File: config.mk
export PLATFORM = sky130hd
export DESIGN_NAME = low_power_mode_control
export DESIGN_NICKNAME = d
export VERILOG_FILES = /design/src/include/lpm_pkg.sv /design/src/hdl/low_power_mode_control.sv /design/src/hdl/wdt_counter.sv
export SDC_FILE = /design/constraint.sdc
export NUM_CORES = 1
export LEC_CHECK = 0
export ABC_AREA = 1
export BUFFER_PORTS_ARGS = -buffer_cell sky130_fd_sc_hd__clkbuf_2
export CORE_MARGIN = 1.5
export CORE_UTILIZATION = 44
export CTS_BUF_LIST = sky130_fd_sc_hd__clkbuf_4
export CTS_CLUSTER_SIZE = 10
export DETAILED_ROUTE_END_ITERATION = 7
export PLACE_DENSITY = 0.82
export SYNTH_ARGS = -nofsm -noshare
export SYNTH_HDL_FRONTEND = slang
export SYNTH_HIERARCHICAL = 1
export SYNTH_SLANG_ARGS = --single-unit
File: constraint.sdc
create_clock -name pclk -period 3.4 [get_ports pclk]
set_input_delay 0.17 -clock pclk [delete_from_list [all_inputs] [get_ports pclk]]
set_output_delay 0.17 -clock pclk [all_outputs]
set_load 0.01 [all_outputs]
File: src/include/lpm_pkg.sv
// Constants, register map and types for the low-power mode controller
package lpm_pkg;
  localparam int ADDR_W = 8;
  localparam int DATA_W = 32;
  localparam int WDT_W = 12;
  localparam int PRE_W = 9;

  localparam logic [ADDR_W-1:0] REG_WDT = 8'h00;
  localparam logic [ADDR_W-1:0] REG_MODE0 = 8'h04;
  localparam logic [ADDR_W-1:0] REG_MODE1 = 8'h08;
  localparam logic [ADDR_W-1:0] REG_CLK = 8'h0c;
  localparam logic [ADDR_W-1:0] REG_STAT = 8'h10;

  // REG_WDT: lane 0 restarts, lane 1 holds the count source selects
  localparam int STRB_RESTART = 0;
  localparam int STRB_SELECT = 1;
  localparam int BIT_FREQ_SEL = 8;
  localparam int BIT_WAKE_SRC_LO = 14;
  localparam int BIT_WAKE_SRC_HI = 15;
  // REG_MODE0
  localparam int BIT_STOP_DIS = 0;
  localparam int BIT_EXT_CLK = 1;
  // REG_MODE1
  localparam int BIT_STOP_FLAG = 0;
  localparam int BIT_WAIT_FLAG = 1;
  localparam int BIT_SYS_STOP = 3;
  // REG_CLK
  localparam int BIT_PLL_EN = 1;
  localparam int BIT_SYS_SEL = 5;
  // REG_STAT
  localparam int BIT_STATE_LO = 16;

  localparam logic [WDT_W-1:0] WDT_FULL = 12'hfff;
  localparam logic [WDT_W-1:0] WDT_MSB_LAST = 12'h800;
  localparam logic [DATA_W-1:0] DATA_ZERO = 32'h0000_0000;

  // Divider taps, as log2 of the oscillator division
  localparam int DIV_16 = 4;
  localparam int DIV_32 = 5;
  localparam int DIV_64 = 6;
  localparam int DIV_128 = 7;
  localparam int DIV_512 = 9;

  typedef enum logic [1:0] {
    SRC_DIV32,
    SRC_DIV16,
    SRC_DIV128,
    SRC_DIV64
  } wake_src_t;

  typedef enum logic [1:0] {
    ST_RUN,
    ST_STOP,
    ST_WAKE,
    ST_WAIT
  } lpm_state_t;
endpackage

File: src/hdl/low_power_mode_control.sv
// Stop and wait mode controller with watchdog wake timing, APB registers
`timescale 1ns/10ps
module low_power_mode_control
  import lpm_pkg::*;
(
  input wire logic pclk,
  input wire logic presetn,
  input wire logic psel,
  input wire logic penable,
  input wire logic pwrite,
  input wire logic [lpm_pkg::ADDR_W-1:0] paddr,
  input wire logic [lpm_pkg::DATA_W-1:0] pwdata,
  input wire logic [3:0] pstrb,
  output logic [lpm_pkg::DATA_W-1:0] prdata,
  output logic pready,
  output logic pslverr,
  input wire logic stop_instruction,
  input wire logic wait_instruction,
  input wire logic wake_irq,
  output logic osc_en,
  output logic pll_run,
  output logic cpu_clk_en,
  output logic bus_interface_clock_en,
  output logic watchdog_fast_count_clock_en,
  output logic watchdog_slow_count_clock_en,
  output logic system_clock_signal_en,
  output logic divided_peripheral_clocks_en,
  output logic timer_event_only,
  output logic serial_ext_clock_only,
  output logic converter_run,
  output logic pin_hold,
  output logic wdt_irq
);
  import lpm_pkg::*;

  lpm_state_t state_q, state_d;
  logic [PRE_W-1:0] pre_q;
  logic freq_sel_q, stop_dis_q, ext_clk_q, stop_flag_q, wait_flag_q;
  wake_src_t wake_src_q;
  logic sys_stop_q, pll_en_q, sys_sel_q;
  logic [DATA_W-1:0] rdata_q;
  logic err_q, wr_acc, mapped, restart_wr, select_wr;
  logic stop_take, wait_take, timed_wake, slow_clk_off;
  logic run_tick, wake_tick, wdt_tick, wdt_load, wdt_expire;
  logic [WDT_W-1:0] wdt_count;

  // Bus
  assign pready = 1'b1;
  assign prdata = rdata_q;
  assign pslverr = err_q;
  assign wr_acc = psel && penable && pwrite;
  assign mapped = (paddr == REG_WDT) || (paddr == REG_MODE0) ||
                  (paddr == REG_MODE1) || (paddr == REG_CLK) ||
                  (paddr == REG_STAT);
  assign restart_wr = wr_acc && (paddr == REG_WDT) && pstrb[STRB_RESTART];
  assign select_wr = wr_acc && (paddr == REG_WDT) && pstrb[STRB_SELECT];

  // Read data captured in setup so it stands for the whole access phase
  always_ff @(posedge pclk or negedge presetn)
  begin
    if (!presetn)
    begin
      rdata_q <= DATA_ZERO;
      err_q <= 1'b0;
    end
    else if (psel && !penable)
    begin
      rdata_q <= DATA_ZERO;
      err_q <= !mapped;
      if (!pwrite)
      begin
        case (paddr)
          REG_WDT:
          begin
            rdata_q[BIT_FREQ_SEL] <= freq_sel_q;
            rdata_q[BIT_WAKE_SRC_HI:BIT_WAKE_SRC_LO] <= wake_src_q;
          end
          REG_MODE0:
          begin
            rdata_q[BIT_STOP_DIS] <= stop_dis_q;
            rdata_q[BIT_EXT_CLK] <= ext_clk_q;
          end
          REG_MODE1:
          begin
            rdata_q[BIT_STOP_FLAG] <= stop_flag_q;
            rdata_q[BIT_WAIT_FLAG] <= wait_flag_q;
            rdata_q[BIT_SYS_STOP] <= sys_stop_q;
          end
          REG_CLK:
          begin
            rdata_q[BIT_PLL_EN] <= pll_en_q;
            rdata_q[BIT_SYS_SEL] <= sys_sel_q;
          end
          REG_STAT:
          begin
            rdata_q[WDT_W-1:0] <= wdt_count;
            rdata_q[BIT_STATE_LO+1:BIT_STATE_LO] <= state_q;
          end
          default:
            rdata_q <= DATA_ZERO;
        endcase
      end
    end
  end

  // Select byte rides along with a two-lane restart write
  always_ff @(posedge pclk or negedge presetn)
  begin
    if (!presetn)
    begin
      freq_sel_q <= 1'b0;
      wake_src_q <= SRC_DIV32;
    end
    else if (select_wr)
    begin
      freq_sel_q <= pwdata[BIT_FREQ_SEL];
      wake_src_q <= wake_src_t'(pwdata[BIT_WAKE_SRC_HI:BIT_WAKE_SRC_LO]);
    end
  end

  // Write-unlock sequence is not modelled: plain writes update these
  always_ff @(posedge pclk or negedge presetn)
  begin
    if (!presetn)
    begin
      stop_dis_q <= 1'b0;
      ext_clk_q <= 1'b0;
      sys_stop_q <= 1'b0;
      pll_en_q <= 1'b0;
      sys_sel_q <= 1'b0;
    end
    else if (wr_acc)
    begin
      if (paddr == REG_MODE0)
      begin
        stop_dis_q <= pwdata[BIT_STOP_DIS];
        ext_clk_q <= pwdata[BIT_EXT_CLK];
      end
      if (paddr == REG_MODE1)
        sys_stop_q <= pwdata[BIT_SYS_STOP];
      if (paddr == REG_CLK)
      begin
        pll_en_q <= pwdata[BIT_PLL_EN];
        sys_sel_q <= pwdata[BIT_SYS_SEL];
      end
    end
  end

  // Entry flags: hardware set wins over a software clear
  always_ff @(posedge pclk or negedge presetn)
  begin
    if (!presetn)
    begin
      stop_flag_q <= 1'b0;
      wait_flag_q <= 1'b0;
    end
    else
    begin
      if (stop_take)
        stop_flag_q <= 1'b1;
      else if (wr_acc && paddr == REG_MODE1)
        stop_flag_q <= pwdata[BIT_STOP_FLAG];
      if (wait_take)
        wait_flag_q <= 1'b1;
      else if (wr_acc && paddr == REG_MODE1)
        wait_flag_q <= pwdata[BIT_WAIT_FLAG];
    end
  end

  // Mode sequencing
  assign stop_take = (state_q == ST_RUN) && stop_instruction &&
                     !stop_dis_q;
  assign wait_take = (state_q == ST_RUN) && !stop_take &&
                     wait_instruction;
  assign timed_wake = !ext_clk_q || sys_sel_q;

  always_comb
  begin
    state_d = state_q;
    case (state_q)
      ST_RUN:
        if (stop_take)
          state_d = ST_STOP;
        else if (wait_take)
          state_d = ST_WAIT;
      ST_STOP:
        if (wake_irq)
          state_d = timed_wake ? ST_WAKE : ST_RUN;
      ST_WAKE:
        if (wdt_expire)
          state_d = ST_RUN;
      ST_WAIT:
        if (wake_irq)
          state_d = ST_RUN;
      default:
        state_d = ST_RUN;
    endcase
  end

  // Hardware reset returns to normal running state
  always_ff @(posedge pclk or negedge presetn)
  begin
    if (!presetn)
      state_q <= ST_RUN;
    else
      state_q <= state_d;
  end

  // Oscillator divider; idle while the oscillator is stopped
  always_ff @(posedge pclk or negedge presetn)
  begin
    if (!presetn)
      pre_q <= '0;
    else if (osc_en)
      pre_q <= pre_q + PRE_W'(1);
  end

  always_comb
  begin
    case (wake_src_q)
      SRC_DIV32:
        wake_tick = &pre_q[DIV_32-1:0];
      SRC_DIV16:
        wake_tick = &pre_q[DIV_16-1:0];
      SRC_DIV128:
        wake_tick = &pre_q[DIV_128-1:0];
      SRC_DIV64:
        wake_tick = &pre_q[DIV_64-1:0];
      default:
        wake_tick = 1'b0;
    endcase
  end

  // Run source stays as before stop, since the select is untouched
  assign run_tick = freq_sel_q ? &pre_q[DIV_32-1:0]
                               : &pre_q[DIV_512-1:0];
  assign wdt_tick = (state_q == ST_RUN) ? run_tick :
                    (state_q == ST_WAKE) ? wake_tick : 1'b0;
  assign wdt_load = restart_wr || stop_take ||
                    (state_q == ST_STOP && wake_irq) ||
                    (state_q == ST_WAKE && wdt_expire) ||
                    (state_q == ST_RUN && wdt_expire);

  wdt_counter u_wdt (
    .pclk(pclk),
    .presetn(presetn),
    .load(wdt_load),
    .tick(wdt_tick),
    .count_q(wdt_count),
    .expire(wdt_expire)
  );

  // Expiry during timed wake raises no watchdog request
  always_ff @(posedge pclk or negedge presetn)
  begin
    if (!presetn)
      wdt_irq <= 1'b0;
    else
      wdt_irq <= wdt_expire && (state_q == ST_RUN) &&
                 !restart_wr && !stop_take;
  end

  // Clock gating and peripheral limits
  assign slow_clk_off = (state_q == ST_STOP) || (state_q == ST_WAKE) ||
                        (state_q == ST_WAIT && sys_stop_q);
  assign osc_en = (state_q != ST_STOP);
  assign pll_run = pll_en_q && (state_q == ST_RUN ||
                                state_q == ST_WAIT);
  assign cpu_clk_en = (state_q == ST_RUN);
  assign bus_interface_clock_en = (state_q == ST_RUN);
  assign watchdog_fast_count_clock_en = (state_q == ST_RUN) &&
                                        freq_sel_q;
  assign watchdog_slow_count_clock_en = (state_q == ST_RUN) &&
                                        !freq_sel_q;
  assign system_clock_signal_en = !slow_clk_off;
  assign divided_peripheral_clocks_en = !slow_clk_off;
  assign timer_event_only = slow_clk_off;
  assign serial_ext_clock_only = slow_clk_off;
  assign converter_run = !slow_clk_off;
  assign pin_hold = (state_q != ST_RUN);
endmodule

File: src/hdl/wdt_counter.sv
// Twelve-bit watchdog down-counter with reload and top-bit expiry
`timescale 1ns/10ps
module wdt_counter
  import lpm_pkg::*;
(
  input wire logic pclk,
  input wire logic presetn,
  input wire logic load,
  input wire logic tick,
  output logic [lpm_pkg::WDT_W-1:0] count_q,
  output logic expire
);
  import lpm_pkg::*;

  always_ff @(posedge pclk or negedge presetn)
  begin
    if (!presetn)
      count_q <= WDT_FULL;
    else if (load)
      count_q <= WDT_FULL;
    else if (tick)
      count_q <= count_q - WDT_W'(1);
  end

  // Top bit clears on this tick; load left out so the parent has no loop
  assign expire = tick && (count_q == WDT_MSB_LAST);
endmodule

# == Word level (Yosys, flattened, before mapping) ==
# Index checks and enable logic that the tools add are counted.
# Widths: inputs -> output; s select.
# word_totals
register_bits,67
input_bits,52
output_inout_bits,47
# classes
reduce_logical,57
n_addsub,2
muxes,29
eq_ne,16
# op_table
op,count
$mux 12,2
$logic_and 1x1->1,21
$mux 18,1
$mux 2,9
$eq 8x4->1 const B,2
$eq 12x12->1 const B,1
$logic_or 1x1->1,12
$sub 12x1->12 const B,1
$add 9x1->9 const B,1
$mux 1,9
$reduce_and 9->1,1
$eq 2x2->1 const B,4
$eq 8x3->1 const B,1
$eq 8x5->1 const B,1
$logic_not 1->1,8
$logic_not 8->1,1
$pmux 1 s4,2
$pmux 2 s4,1
$reduce_and 4->1,2
$reduce_bool 2->1,4
$reduce_and 7->1,1
$ne 2x2->1 const B,3
$pmux 1 s2,3
$reduce_and 2->1,3
other kinds (8),10

# == Depth between registers and ports, before layout ==
# Gate-level depths: netlist of run 1.
# depth
word_depth,9
mapped_depth,20
depth_no_buf,20

# == Hierarchy ==
# Netlist of run 1, hierarchy kept.
# by_module_without_submodules
module,area_per_inst_um2,seq_area_each_um2,n_inst,cells_per_inst
low_power_mode_control,2311.0,975.9,1,285
wdt_counter,728.2,315.3,1,98

# == Worst setup path after synthesis of run 1 ==
# OpenSTA, ideal clock, no wires.
# synth_path
path_kind,register to register
from,register state_q[0]
to,register u_wdt/count_q[5] (netlist name)
arrival_time_ns,2.681
t_required_ns,3.340
slack_ns,0.659
stages_incl_launch_ff,19
path_buffers,0
synth_period_minus_slack_ns,2.741
cell_sequence,dfrtp_1 > inv_1 > ha_1 > inv_1 > nor2_1 > a22oi_1 > nand2_1 > nand4_1 > nor3_1 > o21ai_0 > o2111ai_1 > inv_4 > nand2_4 > nand3_4 > nor2_4 > nand2_2 > nand2_1 > inv_1 > nand2_1
# synth_between
word_cells_on_any_way,17
# synth_rtl
item,line_no,source
from (decl),low_power_mode_control.sv:36,"lpm_state_t state_q, state_d;"
from (signal assigned),low_power_mode_control.sv:206,state_q <= state_d;
$logic_not 2->1 (*),--,
via bus_interface_clock_en,low_power_mode_control.sv:23,"output logic bus_interface_clock_en,"
$mux 1 (*),low_power_mode_control.sv:237,assign wdt_tick = (state_q == ST_RUN) ? run_tick :
via wdt_tick,low_power_mode_control.sv:44,"logic run_tick, wake_tick, wdt_tick, wdt_load, wdt_expire;"
$logic_and 1x1->1 (*),wdt_counter.sv:26,assign expire = tick && (count_q == WDT_MSB_LAST);
via wdt_expire,low_power_mode_control.sv:44,
$logic_and 1x1->1,low_power_mode_control.sv:241,(state_q == ST_WAKE && wdt_expire) ||
$logic_or 1x1->1,low_power_mode_control.sv:240,(state_q == ST_STOP && wake_irq) ||
$logic_or 1x1->1 (*),low_power_mode_control.sv:241,
via wdt_load,low_power_mode_control.sv:44,
$mux 12 or $reduce_bool 2->1 (tied branches),--,
to (signal assigned),wdt_counter.sv:22,count_q <= count_q - WDT_W'(1);
to (decl),wdt_counter.sv:10,"output logic [lpm_pkg::WDT_W-1:0] count_q,"
# The timed path passes the listed nets; every way through them passes the cells marked *.
# A chain may end at the register's enable or synchronous reset.

# == Worst setup path in the final report of run 1 ==
# layout_path
from,register pre_q[0]
to,register u_wdt/count_q[10] (netlist name)
# layout_between
elab_chain_cells,9
word_cells_on_any_way,16
# layout_rtl
item,line_no,source
from (decl),low_power_mode_control.sv:37,logic [PRE_W-1:0] pre_q;
from (signal assigned),low_power_mode_control.sv:215,pre_q <= pre_q + PRE_W'(1);
"$reduce_and 7->1, or another cell as far along",low_power_mode_control.sv:226,wake_tick = &pre_q[DIV_128-1:0];
$pmux 1 s4,low_power_mode_control.sv:220,case (wake_src_q)
$mux 1,low_power_mode_control.sv:238,(state_q == ST_WAKE) ? wake_tick : 1'b0;
$mux 1 (*),low_power_mode_control.sv:237,
via wdt_tick,low_power_mode_control.sv:44,
$logic_and 1x1->1 (*),wdt_counter.sv:26,
via wdt_expire,low_power_mode_control.sv:44,
$logic_and 1x1->1,low_power_mode_control.sv:241,
$logic_or 1x1->1,low_power_mode_control.sv:240,
$logic_or 1x1->1 (*),low_power_mode_control.sv:241,
via wdt_load,low_power_mode_control.sv:44,
$mux 12 or $reduce_bool 2->1 (tied branches),--,
# Marked as above.

==> summary.txt, run 1 <==
Outcome
  – Status: completed

Routing
  – Initial DRC count: 166
  – Vias: 2562
  – Mean routed wirelength per cell: 12.8 µm
  – Antenna Violating Nets Remaining: 0
  – Vias per cell: 4.94
  – DRC: 0
  – Routed WL: 6630 µm
  – Drt pass-1 iters: 4

Timing
  – Layout Skew: 23.2 ps
  – Max-slew headroom: 30.7%
  – Peak Freq: 331 MHz
  – RSZ-0062 raised after global routing: false
  – Final cycle utilization of the critical path: 88.9%
  – Final hold slack: 10.4 ps
  – Count of final setup violators: 0
  – Post-layout minimum cycle time: 3020 ps
  – Max-slew violation count: 0
  – Final-report hold violation count: 0
  – Measured slew at the worst slew-check pin: 1040 ps
  – Setup TNS: 0 ps

Critical path
  – CP max stage delay: 410 ps
  – CP Buf/Inv Count: 1
  – Worst Path Max Fanout: 9
  – CP Launch Type: flip-flop
  – Critical R2R Launch: pre_q[0]
  – Worst EP required: 3710 ps
  – Cell chain of the critical path: ha_1 -> nand3_1 -> nor2_1 -> nand2_1 -> nor2_1 -> ha_1 -> a22oi_1 -> nand2_1 -> nand4_1 -> nor3_2 -> o21ai_0 -> o2111ai_2 -> inv_4 -> nand2_4 -> nand3_1 -> nor2_1 -> nand3_1 -> nand3_1
  – Reg2reg setup slack: 380 ps
  – Slowest cell on crit path: dfrtp_1
  – Critical Path End Type: flip-flop
  – Cells on worst reg2reg path: 18
  – RR Endpoint: u_wdt/count_q[10]
  – WS Path Type: reg -> reg
  – CP arrival: 3340 ps
  – Cell family with most CP delay: simple AND/OR/NAND/NOR gates
  – CP most frequent cell: nand3_1

Placed design
  – Gp weighted congestion: 0.893
  – # port buffers: 54
  – Post-DP HPWL: 5030 µm

Clock network
  – H-tree depth: 2
  – Clock latency on the worst-skew pair: 380 ps
  – Worst-path clk slew: 160 ps
  – Root Buffer: clkbuf_4
  – CTS tree: yes
  – CTS Sinks: 51
  – Postcts setup bufs: 0
  – Clock Path Buffers: 2
  – CTS buffer count: 5

Final layout
  – Post-Route Utilization: 50.1%
  – Nets@finish: 500
  – Fraction of layout instances using a drive strength above 1: 23.0%
  – Area Overhead vs Synth: 10.9%
  – Antenna cells: 0
  – Fill count: 636

Power
  – Power Density: 479 mW/mm²
  – Pint: 960 µW
  – P_sw: 654 µW
  – LEAKAGE: 0.00183 µW
  – Total Power: 1610 µW
  – IR drop worst, VDD: 0.000223 V
  – Power share of the clock group: 16.6%
  – Combinational share of power: 38.5%
  – Seq pwr share: 44.9%
  – Sw Share: 40.5%

Floorplanning
  – Die Ht: 86.1 µm
  – Core ar.: 0.00672 mm²
  – Die Wd: 86.1 µm
  – I/O pin total: 99
  – Die ar.: 0.00741 mm²
  – Starting Density: 45.2%
  – FP Rows: 30

Global routing
  – Number of global-route vias before repair: 2515
  – Largest net degree at the start of global routing: 42
  – First-pass GRT wire length: 11300 µm
  – All-Layer GR Usage: 19.3%
  – Initial antenna violation count: 0
  – Total gr overflow: 0

Job
  – Max-capacitance violation count: 0

Yosys
  – Syn Std Cell Area: 0.00304 mm²
  – Yosys top cell area share: 32.1%
  – Leading area contributor after synthesis: dfrtp_1
  – Syn Inst Count: 383
  – Register bit total from synthesis: 51
  – Synth cell types: 32
  – Register area share after synthesis: 42.5%
  – Synth warn: 6
  – Area contributors post-synth: dfrtp_1 (32%), nand2_1 (11%), dfstp_2 (10%), inv_1 (6.8%), nand3_1 (6.1%)
  – Avg Cell Area, Syn: 7.94 µm²

Hold path
  – Hold Crit Class: in -> reg
  – Worst hold stages: 3
  – Hold_sp: pwdata[0]
  – Hold endpoint: stop_dis_q
[repair_timing]
item                                   CTS  global route
gates resized for setup                  0             2
setup endpoints to repair                0             9
endpoints found under the hold margin   34             0
hold buffers                             1             0
[power by group through the flow]
stage | Combinational [µW] | Clock [µW] | Sequential [µW]
floorplan | 459 | 0 | 724
detailed placement | 609 | 0 | 735
CTS | 618 | 276 | 724
finish | 621 | 268 | 725
global route | 689 | 295 | 734
global placement | 581 | 0 | 729
[worst register-to-register path, stage by stage, from the launching register on]
cell       delay, ps
dfrtp_1          410
ha_1             180
nand3_1          110
nor2_1           180
nand2_1           70
nor2_1            90
ha_1             160
a22oi_1           80
nand2_1          160
nand4_1          130
nor3_2           280
o21ai_0          180
o2111ai_2        220
inv_4            140
nand2_4          120
nand3_1          130
nor2_1           180
nand3_1          100
nand3_1          100
[through the flow]
| stage | area (µm²) | worst slack (ps) | std cells |
|---|---|---|---|
| 6_report | 3370 | 376 | 519 |
| 5_1_grt | 3370 | 35.6 | 519 |
| 4_1_cts | 3360 | 118 | 519 |
| 3_5_place_dp | 3300 | 204 | 510 |
| 3_3_place_gp | 3300 | 284 | 510 |
| 2_1_floorplan | 3100 | 659 | 398 |
[cell usage in the layout (no fill, tap or decap), types with 3 or more instances in the layout]
cell type,n
nand2_1,89
clkbuf_2,54
a21oi_1,9
ha_1,10
conb_1,17
o31ai_1,3
o21ai_0,26
nand3_1,37
dfrtp_1,39
dfstp_2,12
xor2_1,4
nor2_1,30
nand2_4,5
clkbuf_4,5
inv_1,55
nor2_4,5
o21ai_1,6
clkinv_1,3
nand2_2,5
nand3_4,3
nand4_1,4
[layout make-up]
type	instances	area (µm²)	area share [%]
inverters	59	224	6.65
flip-flops and latches	51	1290	38.3
well taps	80	100	2.97
multi-input cells	264	1410	41.7
clock buffers	5	37.5	1.11
repair buffers	57	295	8.76
clock inverters	3	15.0	0.446
[cells in the mapped netlist (all sizes together)]
| master | n |
|---|---|
| ha | 10 |
| a22oi | 1 |
| o211ai | 1 |
| o21ai | 32 |
| nand3 | 40 |
| nor3 | 2 |
| dfrtp | 39 |
| buf | 24 |
| xnor2 | 2 |
| o31ai | 3 |
| clkinv | 1 |
| conb | 2 |
| o2111ai | 1 |
| nand4 | 4 |
| dfstp | 12 |
| or2 | 1 |
| inv | 58 |
| nand2 | 99 |
| a21oi | 9 |
| nor2 | 38 |
| xor2 | 4 |
[sequential cells by signal, summed over array words and instances, names as in the netlist]
name	count
prdata	16
u_wdt/count_q	12
pre_q	9
state_q	2
wake_src_q	2
ext_clk_q	1
freq_sel_q	1
pll_en_q	1
pslverr	1
stop_dis_q	1
stop_flag_q	1
sys_sel_q	1
sys_stop_q	1
wait_flag_q	1
wdt_irq	1
[per-layer routing]
layer | part of all wire, % | global-route usage, %
met1 | 43 | 23.5
met2 | 51 | 34.6
met3 | 4.5 | 2.60
met4 | 1.9 | 7.48
met5 | 0 | 0
[worst max path at each step]
stage	end	startpoint	cells past startpoint
after floorplan	u_wdt/count_q[5]	state_q[0]	18
after global placement	u_wdt/count_q[10]	pre_q[0]	18
after detailed placement	u_wdt/count_q[10]	pre_q[0]	18
after CTS	u_wdt/count_q[10]	pre_q[0]	18
after global routing	u_wdt/count_q[10]	pre_q[0]	18
final	u_wdt/count_q[10]	pre_q[0]	18
[cell families after synthesis]
| family | Yosys count | share of synthesized area [%] |
|---|---|---|
| DFF | 51 | 42.5 |
| xor gates and xnor gates | 6 | 1.73 |
| other | 2 | 0.247 |
| and+or+nand+nor | 184 | 29.7 |
| adders and majority gates | 10 | 4.12 |
| AOI/OAI and AO/OA | 47 | 8.27 |
| buffers and inverters | 83 | 13.5 |
(Power assumes the default switching activity.)
==> inputs of run 2 (changes only) <==
==> constraint.sdc (replaced) <==
create_clock -name pclk -period 3.4 [get_ports pclk]
set_input_delay 0.34 -clock pclk [delete_from_list [all_inputs] [get_ports pclk]]
set_output_delay 0.34 -clock pclk [all_outputs]
set_load 0.01 [all_outputs]
==> summary.txt, run 2 (same netlist as run 1, synthesis figures left out) <==
Power
  – LEAKAGE: 0.00183 µW (about the same)
  – Pint: 971 µW (was 960 µW)
  – IR drop worst, VDD: 0.000229 V (was 0.000223 V)
  – Combinational share of power: 37.8% (was 38.5%)
  – Seq pwr share: 44.7% (was 44.9%)
  – Power share of the clock group: 17.5% (was 16.6%)
  – P_sw: 648 µW (was 654 µW)
  – Sw Share: 40.0% (was 40.5%)
  – Power Density: 481 mW/mm² (was 479 mW/mm²)

Routing
  – Drt pass-1 iters: 4 (unchanged)
  – Vias per cell: 4.98 (was 4.94)
  – Vias: 2578 (was 2562)
  – DRC: 0 (unchanged)
  – Mean routed wirelength per cell: 12.6 µm (was 12.8 µm)
  – Antenna Violating Nets Remaining: 0 (unchanged)
  – Routed WL: 6530 µm (was 6630 µm)
  – Initial DRC count: 158 (was 166)

Final layout
  – Area Overhead vs Synth: 10.7% (was 10.9%)
  – Post-Route Utilization: 50.1% (about the same)
  – Most frequent cells in the layout: nand2_1 (89), inv_1 (55), clkbuf_2 (54) (unchanged)
  – Antenna cells: 0 (unchanged)
  – Commonest non-fill, non-tap cell in the layout: nand2_1 (unchanged)
  – Final instance area: 0.00336 mm² (was 0.00337 mm²)
  – Largest register FFs: 16 (unchanged)
  – Non-Filler Instances: 518 (was 519)
  – Nets@finish: 499 (was 500)
  – Fraction of layout instances using a drive strength above 1: 23.5% (was 23.0%)

Timing
  – Final cycle utilization of the critical path: 89.4% (was 88.9%)
  – Post-layout minimum cycle time: 3040 ps (was 3020 ps)
  – Max-slew headroom: 30.5% (was 30.7%)
  – Max-slew violation count: 0 (unchanged)
  – Peak Freq: 329 MHz (was 331 MHz)
  – RSZ-0062 raised after global routing: false (unchanged)
  – Layout Skew: 20.4 ps (was 23.2 ps)
  – Final-report hold violation count: 0 (unchanged)
  – Measured slew at the worst slew-check pin: 1040 ps (about the same)
  – Count of final setup violators: 0 (unchanged)
  – Setup TNS: 0 ps (unchanged)

Critical path
  – Worst EP required: 3700 ps (was 3710 ps)
  – WS Path Type: reg -> reg (unchanged)
  – CP arrival: 3340 ps (about the same)
  – CP Launch Type: flip-flop (unchanged)
  – Critical Path End Type: flip-flop (unchanged)
  – Worst Path Max Fanout: 9 (unchanged)

Global routing
  – Total gr overflow: 0 (unchanged)
  – All-Layer GR Usage: 19.4% (was 19.3%)
  – Number of global-route vias before repair: 2539 (was 2515)
  – Largest net degree at the start of global routing: 42 (unchanged)
  – First-pass GRT wire length: 11400 µm (was 11300 µm)
  – Initial antenna violation count: 0 (unchanged)

Clock network
  – Worst-path clk slew: 160 ps (about the same)
  – Root Buffer: clkbuf_4 (unchanged)
  – Clock Path Buffers: 2 (unchanged)
  – CTS buffer count: 5 (unchanged)
  – CTS tree: yes (unchanged)
  – CTS Sinks: 51 (unchanged)
  – H-tree depth: 2 (unchanged)
  – Clock latency on the worst-skew pair: 380 ps (about the same)

Placed design
  – Post-DP HPWL: 5010 µm (was 5030 µm)
  – Placed instance area: 0.00330 mm² (unchanged)
  – Placed insts: 510 (unchanged)
  – Gp weighted congestion: 0.892 (was 0.893)
  – # port buffers: 54 (unchanged)

Floorplanning
  – Core ar.: 0.00672 mm² (unchanged)
  – Die Wd: 86.1 µm (unchanged)
  – I/O pin total: 99 (unchanged)
  – FP Rows: 30 (unchanged)
  – Die ar.: 0.00741 mm² (unchanged)
  – Starting Density: 45.2% (unchanged)
  – Die Ht: 86.1 µm (unchanged)

Hold path
  – Hold Crit Class: in -> async (was in -> reg)

Outcome
  – Status: completed (unchanged)

Job
  – Max-capacitance violation count: 0 (unchanged)
[run 2: cell types whose count changed in the layout (fill, tap and decap cells not counted), sizes merged]
cell	before	now
clkinv	3	2
dlygate4sd3	1	0
clkbuf	59	60
[run 2: path summary, 6_finish.rpt]
check	from	endpoint	slack, ps	depth (start not counted)
min	presetn	prdata[17]	120	1
max in group asynchronous	presetn	u_wdt/count_q[11]	2470	2
max	pre_q[0]	u_wdt/count_q[8]	360	17
min reg2reg	prdata[8]	prdata[8]	500	2
min in group pclk	pwdata[8]	freq_sel_q	160	3
max reg2reg	pre_q[0]	u_wdt/count_q[8]	360	17
[run 2: critical path, stage by stage, from the launching register on]
cell and delay (ps):
dfrtp_1 420, ha_1 180, nand3_1 120, nor2_1 200, nand2_1 70, nor2_1 90
ha_1 150, a22oi_1 60, nand2_1 150, nand4_1 130, nor3_2 270, o21ai_0 170
o2111ai_2 220, inv_4 130, nand2_4 120, nand3_1 140, o21ai_0 240, nand3_1 110
[run 2: power by group through the flow]
| stage | sequential [µW] | combinational (µW) | clock (µW) |
|---|---|---|---|
| 2_1_floorplan | 724 | 459 | 0 |
| 3_3_place_gp | 729 | 581 | 0 |
| 3_5_place_dp | 733 | 604 | 0 |
| 4_1_cts | 722 | 609 | 293 |
| 5_1_grt | 733 | 683 | 311 |
| 6_report | 723 | 613 | 283 |
[run 2: layout make-up]
type | count | area [µm²]
fillers | 639 | 3350
multi-input cells | 264 | 1410
flip-flops and latches | 51 | 1290
repair buffers | 56 | 285
inverters | 59 | 224
well taps | 80 | 100
clock buffers | 6 | 45.0
clock inverters | 2 | 12.5
[run 2: repair_timing]
item                                   4_1_cts  5_1_grt
endpoints found under the hold margin        0        0
hold buffers                                 0        0
setup endpoints to repair                    0        9
gates resized for setup                      0        2
buffers inserted                             0        0
[run 2: stage by stage]
| stage | hold WS [ps] | worst slack (ps) | power [µW] |
|---|---|---|---|
| after floorplan | 44.4 | 659 | 1180 |
| after global placement | 466 | 282 | 1310 |
| after detailed placement | 467 | 188 | 1340 |
| after CTS | 137 | 112 | 1620 |
| after global routing | 169 | 36.9 | 1730 |
| final | 119 | 360 | 1620 |
[run 2: layer usage]
metal	wire length, µm	vias up	global-route usage, %
met3	279	9	2.50
met1	2800	1223	23.0
met4	99	0	6.89
li1	-	1277	-
met2	3360	69	36.0
met5	0	-	0
==> inputs of run 3 (changes only) <==
- CORE_ASPECT_RATIO: unset -> 0.7
- CORE_MARGIN: 1.5 -> 8
==> summary.txt, run 3 (same netlist as run 1, synthesis figures left out) <==
Placed design
  – Gp weighted congestion: 0.924 (was 0.892)
  – # port buffers: 54 (unchanged)
  – Placed insts: 524 (was 510)
  – Placed instance area: 0.00331 mm² (was 0.00330 mm²)
  – DP Worst Slack: 301 ps (was 188 ps)
  – Post-DP HPWL: 5650 µm (was 5010 µm)

Timing
  – Max-slew headroom: 45.2% (was 30.5%)
  – Final-report hold violation count: 0 (unchanged)
  – Layout Skew: 23.1 ps (was 20.4 ps)
  – Post-layout minimum cycle time: 3040 ps (about the same)
  – Final cycle utilization of the critical path: 89.4% (about the same)
  – Peak Freq: 329 MHz (about the same)
  – Count of final setup violators: 0 (unchanged)
  – Max-slew violation count: 0 (unchanged)
  – Setup ws final: 360 ps (about the same)
  – Setup TNS: 0 ps (unchanged)
  – Measured slew at the worst slew-check pin: 823 ps (was 1040 ps)
  – RSZ-0062 raised after global routing: false (unchanged)

Final layout
  – Final instance area: 0.00340 mm² (was 0.00336 mm²)
  – Commonest non-fill, non-tap cell in the layout: nand2_1 (unchanged)
  – Largest register FFs: 16 (unchanged)
  – Non-Filler Instances: 532 (was 518)
  – Fraction of layout instances using a drive strength above 1: 23.3% (was 23.5%)
  – Post-Route Utilization: 50.6% (was 50.1%)
  – Most frequent cells in the layout: nand2_1 (89), inv_1 (55), clkbuf_2 (54) (unchanged)
  – Antenna cells: 0 (unchanged)
  – Nets@finish: 499 (unchanged)
  – Area Overhead vs Synth: 12.0% (was 10.7%)

Hold path
  – Hold Crit Class: in -> async (unchanged)

Global routing
  – Largest net degree at the start of global routing: 33 (was 42)
  – Initial antenna violation count: 0 (unchanged)
  – First-pass GRT wire length: 11800 µm (was 11400 µm)
  – Total gr overflow: 0 (unchanged)
  – All-Layer GR Usage: 14.8% (was 19.4%)
  – Number of global-route vias before repair: 2489 (was 2539)

Critical path
  – Critical R2R Launch: pre_q[0] (unchanged)
  – Critical Path End Type: flip-flop (unchanged)
  – Worst Path Max Fanout: 9 (unchanged)
  – Cells on worst reg2reg path: 18 (was 17)
  – RR Endpoint: u_wdt/count_q[10] (was u_wdt/count_q[8])
  – CP arrival: 3330 ps (was 3340 ps)
  – Worst EP required: 3690 ps (was 3700 ps)
  – CP Launch Type: flip-flop (unchanged)
  – WS Path Type: reg -> reg (unchanged)
  – Reg2reg setup slack: 360 ps (about the same)

Power
  – LEAKAGE: 0.00184 µW (was 0.00183 µW)
  – Combinational share of power: 36.3% (was 37.8%)
  – P_sw: 648 µW (about the same)
  – Pint: 1040 µW (was 971 µW)
  – Seq pwr share: 42.9% (was 44.7%)
  – IR drop worst, VDD: 0.000326 V (was 0.000229 V)
  – Sw Share: 38.4% (was 40.0%)
  – Power share of the clock group: 20.8% (was 17.5%)
  – Power Density: 495 mW/mm² (was 481 mW/mm²)

Routing
  – Antenna Violating Nets Remaining: 0 (unchanged)
  – Drt pass-1 iters: 4 (unchanged)
  – Vias: 2548 (was 2578)
  – Routed WL: 7130 µm (was 6530 µm)
  – Initial DRC count: 164 (was 158)
  – Vias per cell: 4.79 (was 4.98)
  – DRC: 0 (unchanged)
  – Mean routed wirelength per cell: 13.4 µm (was 12.6 µm)

Clock network
  – H-tree depth: 2 (unchanged)
  – Clock Path Buffers: 2 (unchanged)
  – Postcts setup bufs: 0 (unchanged)
  – Clock latency on the worst-skew pair: 360 ps (was 380 ps)
  – CTS buffer count: 5 (unchanged)
  – Hold_buf cts: 0 (unchanged)
  – CTS Sinks: 51 (unchanged)
  – CTS tree: yes (unchanged)
  – Root Buffer: clkbuf_4 (unchanged)
  – Worst-path clk slew: 150 ps (was 160 ps)

Floorplanning
  – Die Wd: 115 µm (was 86.1 µm)
  – Die Ht: 85.5 µm (was 86.1 µm)
  – Starting Density: 45.2% (about the same)
  – Die ar.: 0.00987 mm² (was 0.00741 mm²)
  – FP Rows: 25 (was 30)
  – Core ar.: 0.00673 mm² (was 0.00672 mm²)
  – I/O pin total: 99 (unchanged)

Outcome
  – Status: completed (unchanged)

Job
  – Max-capacitance violation count: 0 (unchanged)
## run 3: power groups by stage
stage               clock network (µW)  logic [µW]  registers, µW
finish                             350         612            723
global route                       378         686            732
CTS                                356         612            722
detailed placement                   0         609            733
global placement                     0         588            729
floorplan                            0         459            724
## run 3: final cells by class
| type | count | area, µm² |
|---|---|---|
| repair buffers | 56 | 285 |
| clock buffers | 5 | 37.5 |
| multi-input cells | 264 | 1410 |
| clock inverters | 3 | 42.5 |
| well taps | 94 | 118 |
| inverters | 59 | 224 |
| flip-flops and latches | 51 | 1290 |
| fillers | 645 | 3320 |
## run 3: metal layers
metal	vias up	global-route usage, %	wire length (µm)
met5	-	0	0
li1	1276	-	-
met3	4	3.93	557
met4	0	2.73	38
met1	1193	19.4	3290
met2	75	23.9	3240
## run 3: through the flow
stage	total power, µW	hold WS, ps
floorplan	1180	44.4
global placement	1320	469
detailed placement	1340	470
CTS	1690	63.1
global route	1800	94.2
finish	1690	52.4
## run 3: worst max-delay path by stage
stage | start | endpoint | slack, ps | cells past startpoint
2_1_floorplan | state_q[0] | u_wdt/count_q[5] | 660 | 18
3_3_place_gp | pre_q[0] | u_wdt/count_q[10] | 350 | 17
3_5_place_dp | pre_q[0] | u_wdt/count_q[10] | 300 | 18
4_1_cts | pre_q[0] | u_wdt/count_q[10] | 240 | 18
5_1_grt | pre_q[0] | u_wdt/count_q[10] | 70 | 18
6_report | pre_q[0] | u_wdt/count_q[10] | 360 | 18
## run 3: what timing repair did
action,4_1_cts,5_1_grt
resized for setup,0,2
setup endpoints to repair,0,9
endpoints found under the hold margin,0,0
## run 3: worst max-delay path: stages (launching register included)
cell and delay [ps]:
dfrtp_1 410, ha_1 180, nand3_1 120, nor2_1 170, nand2_1 70, nor2_1 100, ha_1 150, a22oi_1 70
nand2_1 160, nand4_1 150, nor3_2 300, o21ai_0 160, o2111ai_2 210, inv_4 130, nand2_4 110, nand3_1 130
nor2_1 170, nand3_1 90, nand3_1 90
